==> src/ebs_pkg.sv <==
package ebs_pkg;

	localparam int ADDR_W = 24;
	localparam int DATA_W = 8;
	localparam int LEN_W  = 4;

	// Bus state length limits, in system clocks
	localparam logic [LEN_W-1:0] LEN_MIN  = 4'h2;
	localparam logic [LEN_W-1:0] LEN_MAX  = 4'hf;
	localparam logic [LEN_W-1:0] CNT_ZERO = 4'h0;
	localparam logic [LEN_W-1:0] CNT_ONE  = 4'h1;

	// Synchroniser reset levels
	localparam logic READY_RST = 1'b1;
	localparam logic ACK_N_RST = 1'b1;

	localparam logic [DATA_W-1:0] DATA_RST = 8'h00;
	localparam logic [ADDR_W-1:0] ADDR_RST = 24'h000000;

	typedef enum logic {
		EBS_MODE_MUX4,
		EBS_MODE_STROBE8
	} ebs_mode_t;

	typedef enum logic [4:0] {
		ST_IDLE,
		ST_SWITCH,
		ST_T1,
		ST_T2,
		ST_T3,
		ST_TSTALL,
		ST_T4,
		ST_S0,
		ST_S1,
		ST_S2,
		ST_S3,
		ST_S4,
		ST_SSTALL,
		ST_S5,
		ST_S6,
		ST_S7
	} ebs_state_t;

	typedef struct packed {
		logic              write;
		logic              io;
		ebs_mode_t         mode;
		logic [ADDR_W-1:0] addr;
		logic [DATA_W-1:0] wdata;
	} ebs_req_t;

	typedef struct packed {
		logic              chip_select_n;
		logic              ale;
		logic              read_strobe_n;
		logic              write_strobe_n;
		logic              memory_request_n;
		logic              io_request_n;
		logic              rw_dir;
		logic              address_strobe_n;
		logic              data_strobe_n;
		logic              data_oe;
		logic [DATA_W-1:0] data_out;
		logic [ADDR_W-1:0] addr_out;
	} ebs_bus_t;

	localparam ebs_bus_t BUS_IDLE = '{
		chip_select_n:    1'b1,
		ale:              1'b0,
		read_strobe_n:    1'b1,
		write_strobe_n:   1'b1,
		memory_request_n: 1'b1,
		io_request_n:     1'b1,
		rw_dir:           1'b1,
		address_strobe_n: 1'b1,
		data_strobe_n:    1'b1,
		data_oe:          1'b0,
		data_out:         DATA_RST,
		addr_out:         ADDR_RST
	};

endpackage

==> src/ebs_sequencer.sv <==
`timescale 1ns/100ps
// Overview of operation
// [RULE_01] Multiplexed four-state cycle runs T1, T2, T3, T4 plus stall states.
// [RULE_02] Multiplexed read T1 puts address on data pins, chip select asserted.
// [RULE_03] Address latch pulse high at start of T1, low from mid T1.
// [RULE_04] Read T2 frees data pins, asserts read strobe and memory or io request.
// [RULE_05] T3 holds bus; ready low before T3 ends adds stalls until high.
// [RULE_06] Start of read T4 captures data, drops read strobe, cycle then ends.
// [RULE_07] Write T2 replaces address on data pins by write data, write strobe low.
// [RULE_08] Write T4 drops write strobe, holds address and data until T4 ends.
// [RULE_09] Eight-state cycle steps S0 to S7 in order plus stall states.
// [RULE_10] Eight-state read drives direction select high in S0.
// [RULE_11] Full 24-bit address valid on entering S1.
// [RULE_12] Read S2 starts with address strobe and data strobe asserted.
// [RULE_13] Read S3 and S5 change no bus signal.
// [RULE_14] No transfer acknowledge by end of S4 inserts stalls until asserted.
// [RULE_15] Each eight-state stall lasts one whole bus state period.
// [RULE_16] Four-state bus state length programmable from 2 to 15 clocks.
// [RULE_17] Low address byte also stays on address pins in multiplexed mode.
// [RULE_18] Peripheral drives data in S6; entering S7 captures data, drops strobes.
// [RULE_19] Bus mode change costs one extra clock; same mode costs none.
// [RULE_20] Strobes, requests and transfer acknowledge are active low.
module ebs_sequencer (
	input  wire logic                        sys_clk,
	input  wire logic                        rst_n,
	input  wire logic                        req_valid,
	output logic                             req_ready,
	input  wire ebs_pkg::ebs_req_t           req,
	input  wire logic [ebs_pkg::LEN_W-1:0]   state_len,
	output logic                             rsp_valid,
	output logic      [ebs_pkg::DATA_W-1:0]  rsp_rdata,
	output ebs_pkg::ebs_bus_t                bus,
	input  wire logic [ebs_pkg::DATA_W-1:0]  data_in,
	input  wire logic                        ready_in,
	input  wire logic                        transfer_ack_n
);

	////////////////////////////////////////////////////////////////////////
	// Helpers
	function automatic logic [ebs_pkg::LEN_W-1:0] clamp_len(
		input logic [ebs_pkg::LEN_W-1:0] l
	);
		if (l < ebs_pkg::LEN_MIN) begin
			return ebs_pkg::LEN_MIN;
		end
		return l;
	endfunction

	function automatic ebs_pkg::ebs_state_t first_state(input ebs_pkg::ebs_mode_t m);
		if (m == ebs_pkg::EBS_MODE_STROBE8) begin
			return ebs_pkg::ST_S0;
		end
		return ebs_pkg::ST_T1;
	endfunction

	function automatic ebs_pkg::ebs_bus_t bus_of(
		input ebs_pkg::ebs_state_t      st,
		input logic [ebs_pkg::LEN_W-1:0] cnt,
		input logic [ebs_pkg::LEN_W-1:0] len,
		input ebs_pkg::ebs_req_t        r
	);
		ebs_pkg::ebs_bus_t b;
		logic mux_act;
		logic s_act;
		b = ebs_pkg::BUS_IDLE;
		mux_act = st inside {ebs_pkg::ST_T2, ebs_pkg::ST_T3, ebs_pkg::ST_TSTALL, ebs_pkg::ST_T4};
		s_act = st inside {ebs_pkg::ST_S0, ebs_pkg::ST_S1, ebs_pkg::ST_S2, ebs_pkg::ST_S3,
			ebs_pkg::ST_S4, ebs_pkg::ST_SSTALL, ebs_pkg::ST_S5, ebs_pkg::ST_S6, ebs_pkg::ST_S7};
		b.addr_out = r.addr; // [RULE_11] [RULE_17]
		if (st == ebs_pkg::ST_T1) begin
			b.chip_select_n = 1'b0; // [RULE_02]
			b.data_oe       = 1'b1; // [RULE_02]
			b.data_out      = r.addr[ebs_pkg::DATA_W-1:0];
			b.ale           = (cnt < (len >> 1)); // [RULE_03]
		end else if (mux_act) begin
			b.chip_select_n    = 1'b0;
			b.memory_request_n = r.io; // [RULE_04] [RULE_20]
			b.io_request_n     = ~r.io;
			if (r.write) begin
				b.data_oe        = 1'b1; // [RULE_07] [RULE_08]
				b.data_out       = r.wdata;
				b.write_strobe_n = (st == ebs_pkg::ST_T4); // [RULE_07] [RULE_08]
			end else begin
				b.read_strobe_n  = (st == ebs_pkg::ST_T4); // [RULE_04] [RULE_06]
			end
		end else if (s_act) begin
			b.chip_select_n = 1'b0;
			if (r.write) begin
				b.rw_dir = st inside {ebs_pkg::ST_S0, ebs_pkg::ST_S1};
				b.address_strobe_n = !(st inside {ebs_pkg::ST_S2, ebs_pkg::ST_S3,
					ebs_pkg::ST_S4, ebs_pkg::ST_SSTALL, ebs_pkg::ST_S5, ebs_pkg::ST_S6});
				b.data_strobe_n = !(st inside {ebs_pkg::ST_S4, ebs_pkg::ST_SSTALL,
					ebs_pkg::ST_S5, ebs_pkg::ST_S6});
				b.data_oe = !(st inside {ebs_pkg::ST_S0, ebs_pkg::ST_S1, ebs_pkg::ST_S2});
				b.data_out = r.wdata;
			end else begin
				b.rw_dir = 1'b1; // [RULE_10]
				b.address_strobe_n = !(st inside {ebs_pkg::ST_S2, ebs_pkg::ST_S3,
					ebs_pkg::ST_S4, ebs_pkg::ST_SSTALL, ebs_pkg::ST_S5, ebs_pkg::ST_S6}); // [RULE_12]
				b.data_strobe_n = b.address_strobe_n; // [RULE_12] [RULE_18] [RULE_20]
			end
		end
		return b;
	endfunction

	////////////////////////////////////////////////////////////////////////
	// Pin synchronisers
	logic rdy_s1_q, rdy_s2_q, rdy_s3_q, rdy_f_q, rdy_f_d;
	logic ack_s1_q, ack_s2_q, ack_s3_q, ack_f_q, ack_f_d;

	always_comb begin
		rdy_f_d = (rdy_s2_q == rdy_s3_q) ? rdy_s3_q : rdy_f_q;
		ack_f_d = (ack_s2_q == ack_s3_q) ? ack_s3_q : ack_f_q;
	end

	always_ff @(posedge sys_clk or negedge rst_n) begin
		if (!rst_n) begin
			rdy_s1_q <= ebs_pkg::READY_RST;
			rdy_s2_q <= ebs_pkg::READY_RST;
			rdy_s3_q <= ebs_pkg::READY_RST;
			rdy_f_q  <= ebs_pkg::READY_RST;
			ack_s1_q <= ebs_pkg::ACK_N_RST;
			ack_s2_q <= ebs_pkg::ACK_N_RST;
			ack_s3_q <= ebs_pkg::ACK_N_RST;
			ack_f_q  <= ebs_pkg::ACK_N_RST;
		end else begin
			rdy_s1_q <= ready_in;
			rdy_s2_q <= rdy_s1_q;
			rdy_s3_q <= rdy_s2_q;
			rdy_f_q  <= rdy_f_d;
			ack_s1_q <= transfer_ack_n;
			ack_s2_q <= ack_s1_q;
			ack_s3_q <= ack_s2_q;
			ack_f_q  <= ack_f_d;
		end
	end

	////////////////////////////////////////////////////////////////////////
	// State timer
	ebs_pkg::ebs_state_t st_q, st_d;
	logic [ebs_pkg::LEN_W-1:0] len_q, len_d;
	logic [ebs_pkg::LEN_W-1:0] tm_cnt, tm_cnt_d;
	logic tm_last;
	logic tm_clear;

	assign tm_clear = (st_q == ebs_pkg::ST_IDLE) || (st_q == ebs_pkg::ST_SWITCH);

	ebs_state_timer u_timer (
		.sys_clk (sys_clk),
		.rst_n   (rst_n),
		.clear   (tm_clear),
		.len     (len_q),
		.cnt_q   (tm_cnt),
		.cnt_d   (tm_cnt_d),
		.last    (tm_last)
	);

	////////////////////////////////////////////////////////////////////////
	// Cycle sequencer
	ebs_pkg::ebs_req_t   cmd_q, cmd_d;
	ebs_pkg::ebs_mode_t  mode_q, mode_d;
	ebs_pkg::ebs_bus_t   bus_q, bus_d;
	logic started_q, started_d;
	logic rsp_valid_q, rsp_valid_d;
	logic [ebs_pkg::DATA_W-1:0] cap_q, cap_d;

	assign req_ready = (st_q == ebs_pkg::ST_IDLE);
	assign rsp_valid = rsp_valid_q;
	assign rsp_rdata = cap_q;
	assign bus       = bus_q;

	always_comb begin
		st_d        = st_q;
		len_d       = len_q;
		cmd_d       = cmd_q;
		mode_d      = mode_q;
		started_d   = started_q;
		cap_d       = cap_q;
		rsp_valid_d = 1'b0;
		case (st_q)
			ebs_pkg::ST_IDLE: begin
				if (req_valid) begin
					cmd_d     = req;
					len_d     = clamp_len(state_len); // [RULE_16]
					mode_d    = req.mode;
					started_d = 1'b1;
					if (started_q && (req.mode != mode_q)) begin
						st_d = ebs_pkg::ST_SWITCH; // [RULE_19]
					end else begin
						st_d = first_state(req.mode);
					end
				end
			end
			ebs_pkg::ST_SWITCH: begin
				st_d = first_state(cmd_q.mode); // [RULE_19]
			end
			ebs_pkg::ST_T1: begin
				if (tm_last) begin
					st_d = ebs_pkg::ST_T2; // [RULE_01]
				end
			end
			ebs_pkg::ST_T2: begin
				if (tm_last) begin
					st_d = ebs_pkg::ST_T3;
				end
			end
			ebs_pkg::ST_T3, ebs_pkg::ST_TSTALL: begin
				if (tm_last) begin
					st_d = rdy_f_q ? ebs_pkg::ST_T4 : ebs_pkg::ST_TSTALL; // [RULE_05]
				end
			end
			ebs_pkg::ST_T4: begin
				if (tm_last) begin
					st_d        = ebs_pkg::ST_IDLE; // [RULE_06] [RULE_08]
					rsp_valid_d = 1'b1;
				end
			end
			ebs_pkg::ST_S0: begin
				if (tm_last) begin
					st_d = ebs_pkg::ST_S1; // [RULE_09]
				end
			end
			ebs_pkg::ST_S1: begin
				if (tm_last) begin
					st_d = ebs_pkg::ST_S2;
				end
			end
			ebs_pkg::ST_S2: begin
				if (tm_last) begin
					st_d = ebs_pkg::ST_S3;
				end
			end
			ebs_pkg::ST_S3: begin
				if (tm_last) begin
					st_d = ebs_pkg::ST_S4;
				end
			end
			ebs_pkg::ST_S4, ebs_pkg::ST_SSTALL: begin
				if (tm_last) begin
					st_d = ack_f_q ? ebs_pkg::ST_SSTALL : ebs_pkg::ST_S5; // [RULE_14] [RULE_15]
				end
			end
			ebs_pkg::ST_S5: begin
				if (tm_last) begin
					st_d = ebs_pkg::ST_S6;
				end
			end
			ebs_pkg::ST_S6: begin
				if (tm_last) begin
					st_d = ebs_pkg::ST_S7;
				end
			end
			ebs_pkg::ST_S7: begin
				if (tm_last) begin
					st_d        = ebs_pkg::ST_IDLE;
					rsp_valid_d = 1'b1;
				end
			end
			default: begin
				st_d = ebs_pkg::ST_IDLE;
			end
		endcase
		if (!cmd_d.write && (st_q != st_d) &&
			((st_d == ebs_pkg::ST_T4) || (st_d == ebs_pkg::ST_S7))) begin
			cap_d = data_in; // [RULE_06] [RULE_18]
		end
		bus_d = bus_of(st_d, tm_cnt_d, len_d, cmd_d);
	end

	always_ff @(posedge sys_clk or negedge rst_n) begin
		if (!rst_n) begin
			st_q        <= ebs_pkg::ST_IDLE;
			len_q       <= ebs_pkg::LEN_MIN;
			cmd_q       <= '0;
			mode_q      <= ebs_pkg::EBS_MODE_MUX4;
			started_q   <= 1'b0;
			cap_q       <= ebs_pkg::DATA_RST;
			rsp_valid_q <= 1'b0;
			bus_q       <= ebs_pkg::BUS_IDLE;
		end else begin
			st_q        <= st_d;
			len_q       <= len_d;
			cmd_q       <= cmd_d;
			mode_q      <= mode_d;
			started_q   <= started_d;
			cap_q       <= cap_d;
			rsp_valid_q <= rsp_valid_d;
			bus_q       <= bus_d;
		end
	end
endmodule

==> src/ebs_state_timer.sv <==
`timescale 1ns/100ps
module ebs_state_timer (
	input  wire logic                     sys_clk,
	input  wire logic                     rst_n,
	input  wire logic                     clear,
	input  wire logic [ebs_pkg::LEN_W-1:0] len,
	output logic      [ebs_pkg::LEN_W-1:0] cnt_q,
	output logic      [ebs_pkg::LEN_W-1:0] cnt_d,
	output logic                          last
);

	////////////////////////////////////////////////////////////////////////
	// Clock count within one bus state
	always_comb begin
		last = (cnt_q == (len - ebs_pkg::CNT_ONE));
		if (clear || last) begin
			cnt_d = ebs_pkg::CNT_ZERO;
		end else begin
			cnt_d = cnt_q + ebs_pkg::CNT_ONE;
		end
	end

	always_ff @(posedge sys_clk or negedge rst_n) begin
		if (!rst_n) begin
			cnt_q <= ebs_pkg::CNT_ZERO;
		end else begin
			cnt_q <= cnt_d;
		end
	end

endmodule

==> config.mk <==
export PLATFORM = sky130hd
export DESIGN_NAME = ebs_sequencer
export DESIGN_NICKNAME = d
export VERILOG_FILES = /design/src/ebs_pkg.sv /design/src/ebs_sequencer.sv /design/src/ebs_state_timer.sv
export SDC_FILE = /design/constraint.sdc
export NUM_CORES = 1
export LEC_CHECK = 0
export ABC_CLOCK_PERIOD_IN_PS = 8200
export BUFFER_PORTS_ARGS = -buffer_cell sky130_fd_sc_hd__buf_2
export CAP_MARGIN = 20
export CORE_MARGIN = 2
export CORE_UTILIZATION = 57
export DETAILED_ROUTE_END_ITERATION = 12
export HOLD_SLACK_MARGIN = 0.05
export MAX_ROUTING_LAYER = met4
export PLACE_DENSITY = 0.85
export SLEW_MARGIN = 20
export SYNTH_ARGS = -nofsm -noshare
export SYNTH_HDL_FRONTEND = slang
export SYNTH_SLANG_ARGS = --single-unit
==> constraint.sdc <==
create_clock -name sys_clk -period 8.2 [get_ports sys_clk]
set_input_delay 0.41 -clock sys_clk [delete_from_list [all_inputs] [get_ports sys_clk]]
set_output_delay 0.41 -clock sys_clk [all_outputs]
set_load 0.005 [all_outputs]
==> metrics, run 1 <==
worst setup margin=4940 ps; Fin. Hold Viols=0; worst-case clock buffer depth=2; main flop type after synthesis=dfrtp_1; grt total ovfl=0; critical path class=reg2reg; Num CTS Buffers=9; Clk Latency, worst-skew pair=360 ps; Mapped Nets=380; initial antenna violation count=0; post-DP HPWL=5.62 mm; Max-slew headroom=0.308; vias in the first global route=2,721; core area=0.00676 mm²; Placed Instances=470; Yosys cell types=62; cts repair resizes=0; final setup fails=0; H-tree depth=3; setup TNS=0 ps; Rows=30; first-pass GRT wire length=13.0 mm; Fin Clk Skew=11.8 ps; Finished Layout Cells=486; setup bufs post-CTS=0; drt first pass iters=4; Syn-to-layout area delta=15.4%; Seq/Total Area, Yosys=0.536; overall die area=0.00763 mm²; Pwr Density=373 mW/mm²; global router's overall resource usage=0.230; clock slew at reported path FFs=90 ps; total number of vias=2,671; worst slew pin tran=1030 ps; outcome=completed; DRC viols=0; WL/cell=16.3 µm; Critical Path RT=8450 ps; Die Y=87.3 µm; Worst VDD drop=214 µV; pre-CTS worst setup slack=5000 ps; initial core utilization=0.586; dpl cell area=0.00434 mm²; layout cell share with drive strength beyond 1=0.461; kind of end point of the critical path=register; maximum clock frequency=307 MHz; Num Clock Sinks=84; final net count=457; most frequent cells in the layout=102 x buf_2, 67 x dfrtp_1, 26 x mux2_2; Syn Std Cell Area=0.00396 mm²; max_cap viols=0; largest net degree at the start of global routing=85; root buf cell=clkbuf_8; Final Cell Area=0.00457 mm²; Worst Hold Class=in2async; Syn. warnings=0; Chip Width=87.3 µm; worst-path fanout max=42; critical path arrival=3510 ps; Via-to-Cell Ratio=5.50; fin. max-slew vios=0; Pleak=0.00219 µW; number of diodes=0; final antenna-violating net count=0; RePlAce Congestion=0.871; #FFs+latches synth=84; CTS tree=yes; overall power=1710 µW; syn_area_per_cell=12.2 µm²; final wirelength=7.90 mm; CP Launch Type=register; Syn Inst Count=324; final worst-path cycle share=0.397; min cycle time layout=3260 ps; total I/O pin count=104; Starting DRT DRC Count=180; number of synthesized flops with an enable pin=0; Post-synth ARST share=1.00; commonest non-fill, non-tap cell in the layout=buf_2; port bufs=103; RSZ-0062 raised after global routing=false; CTS Hold Bufs=0
cell families (layout without fill, tap and decap cells):
family | count (synthesis) | after routing | share of synthesized area
DFF | 84 | 84 | 0.536
and+or+nand+nor | 71 | 71 | 0.109
buffers and inverters | 55 | 137 | 0.0787
AOI/OAI and AO/OA | 50 | 50 | 0.0942
muxes | 46 | 46 | 0.135
xor gates and xnor gates | 11 | 11 | 0.0284
adders and majority gates | 6 | 6 | 0.0177
other | 1 | 1 | 0.000947
layer usage:
| metal | share of wire | vias up | GRT usage |
|---|---|---|---|
| li1 | - | 1262 | - |
| met1 | 0.43 | 1316 | 0.301 |
| met2 | 0.51 | 75 | 0.355 |
| met3 | 0.045 | 18 | 0.0550 |
| met4 | 0.018 | 0 | 0.0769 |
| met5 | 0 | - | - |
power by group:
group / internal (µW) / leakage [µW] / switching [µW]
clock network: 177 / 0.000113 / 163
logic: 330 / 0.00108 / 354
registers: 578 / 0.000995 / 104
worst max-delay path: stages, from the launching register on:
cell     delay (ps)
dfrtp_1         540
nor4_4          500
nand2_2         670
mux2i_1         560
nand3_2         140
a21oi_4         360
mux2_4          340
final timing paths:
kind	depth (start not counted)	startpoint	end	slack, ps
setup / recovery	6	st_q[4]$_DFF_PN0_	rsp_rdata[7]$_DFFE_PN0P_	4940
min in group sys_clk	1	ready_in	rdy_s1_q$_DFF_PN1_	150
hold / removal	1	rst_n	bus[22]$_DFFE_PN0P_	70
hold reg to reg	0	ack_s1_q$_DFF_PN1_	ack_s2_q$_DFF_PN1_	350
setup reg to reg	6	st_q[4]$_DFF_PN0_	rsp_rdata[7]$_DFFE_PN0P_	4940
max in group asynchronous	1	rst_n	rsp_valid$_DFF_PN0_	7620
layout make-up:
type	instances	area, µm²
clock buffers	9	124
well taps	80	100
inverters	18	67.6
repair buffers	103	522
multi-input cells	185	1530
flip-flops and latches	84	2120
clock inverters	7	105
fillers	497	2190
state kept, by name, indices dropped and copies added (netlist names), 4 cells and up:
name           count
u_timer.cnt_q      4
rsp_rdata          8
len_q              4
st_q               5
cmd_q             10
bus               42
per-stage QoR:
step	util	hold WS, ps
floorplan	-	114
global placement	0.642	347
detailed placement	0.642	348
CTS	0.676	135
global route	0.676	130
finish	0.676	71.0
Yosys cell counts, types with 3 or more instances:
| cell | count | share of area |
|---|---|---|
| dfstp_2 | 17 | 0.11 |
| xor2_1 | 5 | 0.011 |
| and2_1 | 4 | 0.0063 |
| nand2b_1 | 3 | 0.0047 |
| clkbuf_1 | 6 | 0.0057 |
| ha_1 | 4 | 0.013 |
| buf_4 | 24 | 0.046 |
| o22ai_1 | 8 | 0.013 |
| xnor2_1 | 5 | 0.011 |
| o31ai_1 | 4 | 0.0076 |
| mux2_4 | 8 | 0.030 |
| a21oi_1 | 7 | 0.0088 |
| nand3_1 | 3 | 0.0038 |
| mux2i_1 | 12 | 0.030 |
| buf_2 | 6 | 0.0076 |
| nand3b_1 | 5 | 0.0095 |
| nor3_2 | 3 | 0.0076 |
| dfrtp_1 | 67 | 0.42 |
| nor2b_1 | 4 | 0.0063 |
| mux2_2 | 26 | 0.074 |
| nor3_1 | 6 | 0.0076 |
| nand2_1 | 20 | 0.019 |
| inv_1 | 18 | 0.017 |
| nor2_1 | 8 | 0.0076 |
| o21ai_0 | 10 | 0.013 |
Power figures use the tool's default switching activity.
==> run 2: changes to the inputs <==
- ABC_CLOCK_PERIOD_IN_PS: 8200 -> 3000
- CORE_UTILIZATION: 57 -> 53
- PLACE_DENSITY: 0.85 -> 0.8
- clock period: 8.2 -> 3 ns (I/O delays scaled with it)
==> run 2 against run 1 <==
Effect of this change: flip-flop and latch count stayed put; first-iteration DRC count decreased by 13%; wire length increased by 13%; worst setup slack got worse by 4800 ps; via count grew 8.7%; core utilization grew 2.5 points; critical path depth rose by 3; clock skew decreased by 3.4 ps.
==> metrics, run 2 (same netlist as run 1, synthesis figures left out) <==
CP Cell Sequence=inv_1 > ha_1 > xor3_2 > nor3_1 > nand3_1 > a31oi_4 > nand3_2 > a21oi_4 > mux2_4; Placed Instances=499 (+6.2%); setup bufs post-CTS=0 (unchanged); Largest register FFs=42 (unchanged); Sw Share=0.369 (+0.00525); drt first pass iters=4 (unchanged); core area=0.00725 mm² (+7.4%); Worst Hold Class=in2reg; vias in the first global route=2,946 (+8.3%); grt total ovfl=0 (unchanged); final worst-path cycle share=0.944 (+0.547); CP Buf/Inv Count=1 (+1); H-tree depth=3 (unchanged); outcome=completed; beginning of the worst hold path=req[33]; final wirelength=8.91 mm (+13%); Max-slew headroom=0.512 (+0.204); overall power=4720 µW (+180%); first-pass GRT wire length=14.7 mm (+13%); Starting DRT DRC Count=156 (-13%); CP peak stage delay=550 ps (-120 ps); Reg-to-Reg Start=len_q[1]$_DFF_PN1_; Crit-path slowest cell=dfstp_2; crit path from=len_q[1]$_DFF_PN1_; Num Clock Sinks=84 (unchanged); port bufs=103 (unchanged); Rows=31 (+3.3%); Seq pwr share=0.394 (-0.006); final setup fails=0 (unchanged); critical path's top delay family=compound AO/OA/AOI/OAI gates; worst setup margin=168 ps (-4770 ps); Finished Layout Cells=558 (+15%); largest net degree at the start of global routing=85 (unchanged); final net count=510 (+12%); min cycle time layout=2830 ps (-425 ps); worst-path fanout max=9 (-79%); initial core utilization=0.546 (-0.0401); Via-to-Cell Ratio=5.20 (-5.3%); CP Launch Type=register; maximum clock frequency=353 MHz (+15%); sw power=1740 µW (+180%); commonest non-fill, non-tap cell in the layout=buf_2; total I/O pin count=104 (unchanged); layout cell share with drive strength beyond 1=0.429 (-0.0314); max_cap viols=0 (unchanged); overall die area=0.00818 mm² (+7.2%); worst-case clock buffer depth=2 (unchanged); RePlAce Congestion=0.950 (+9.0%); global router's overall resource usage=0.236 (+0.00538); critical path class=reg2reg; final antenna-violating net count=0 (unchanged); Clock Power Share=0.173 (-0.026); DRC viols=0 (unchanged); Pleak=0.00240 µW (+9.9%); pre-CTS worst setup slack=205 ps (-4790 ps); Fin. Hold Viols=0 (unchanged); Chip Width=90.4 µm (+3.5%); RSZ-0062 raised after global routing=true; Int Pwr=2980 µW (+170%); Worst Hold Margin=67.7 ps (-3.36 ps); combinational share of power=0.432 (+0.031); worst slew pin tran=731 ps (-303 ps); Syn-to-layout area delta=28.4%; post-DP HPWL=5.58 mm (-0.81%); clock slew at reported path FFs=90 ps (about the same); CTS tree=yes; Worst VDD drop=494 µV (+130%); Die Y=90.4 µm (+3.5%); WL/cell=16.0 µm (-1.8%); Fin Clk Skew=8.46 ps (-3.37 ps); initial antenna violation count=0 (unchanged); most frequent cells in the layout=102 x buf_2, 67 x dfrtp_1, 43 x dlygate4sd3_1; total number of vias=2,903 (+8.7%); Clk Latency, worst-skew pair=350 ps (about the same); critical path arrival=3070 ps (-440 ps); Pwr Density=928 mW/mm² (+150%); Num CTS Buffers=9 (unchanged); fin. max-slew vios=0 (unchanged); setup TNS=0 ps (unchanged); Critical Path RT=3240 ps (-5210 ps); number of diodes=0 (unchanged); kind of end point of the critical path=register; root buf cell=clkbuf_8
## run 2: through the flow
step / area (µm²) / utilization
finish: 5080 / 0.701
floorplan: 3960 / -
detailed placement: 4430 / 0.611
CTS: 5060 / 0.698
global route: 5080 / 0.701
global placement: 4430 / 0.611
## run 2: worst paths after layout
check	end	cells past startpoint	slack (ps)
worst max-delay path	rsp_rdata[1]$_DFFE_PN0P_	9	170
worst max register to register	rsp_rdata[1]$_DFFE_PN0P_	9	170
min in group asynchronous	bus[22]$_DFFE_PN0P_	2	400
max in group asynchronous	st_q[0]$_DFF_PN0_	2	2100
worst min-delay path	cmd_q[33]$_DFF_PN0_	2	70
worst min register to register	rdy_s2_q$_DFF_PN1_	0	360
## run 2: final cells by class
cell class,instances,area (µm²)
inverters,18,67.6
flip-flops and latches,84,2120
repair buffers,156,1030
clock inverters,6,71.3
multi-input cells,185,1540
well taps,99,124
fillers,510,2170
clock buffers,10,128
## run 2: metal layers
metal  global-route usage  wire length [µm]  vias to the layer above
li1                     -                 -                     1365
met1                0.280              3460                     1421
met2                0.396              4760                       98
met3               0.0593               506                       19
met4               0.0756               180                        0
met5                    -                 0                        -
## run 2: power by group through the flow
stage | Sequential [µW] | Combinational (µW) | Clock (µW)
2_1_floorplan | 1790 | 1560 | 0
3_3_place_gp | 1850 | 1890 | 0
3_5_place_dp | 1870 | 1940 | 0
4_1_cts | 1850 | 2000 | 842
5_1_grt | 1920 | 2230 | 888
6_report | 1860 | 2040 | 818
## run 2: repair_timing
action,4_1_cts,5_1_grt
setup endpoints to repair,0,10
endpoints found under the hold margin,109,0
resized for setup,0,2
hold buffers,43,0
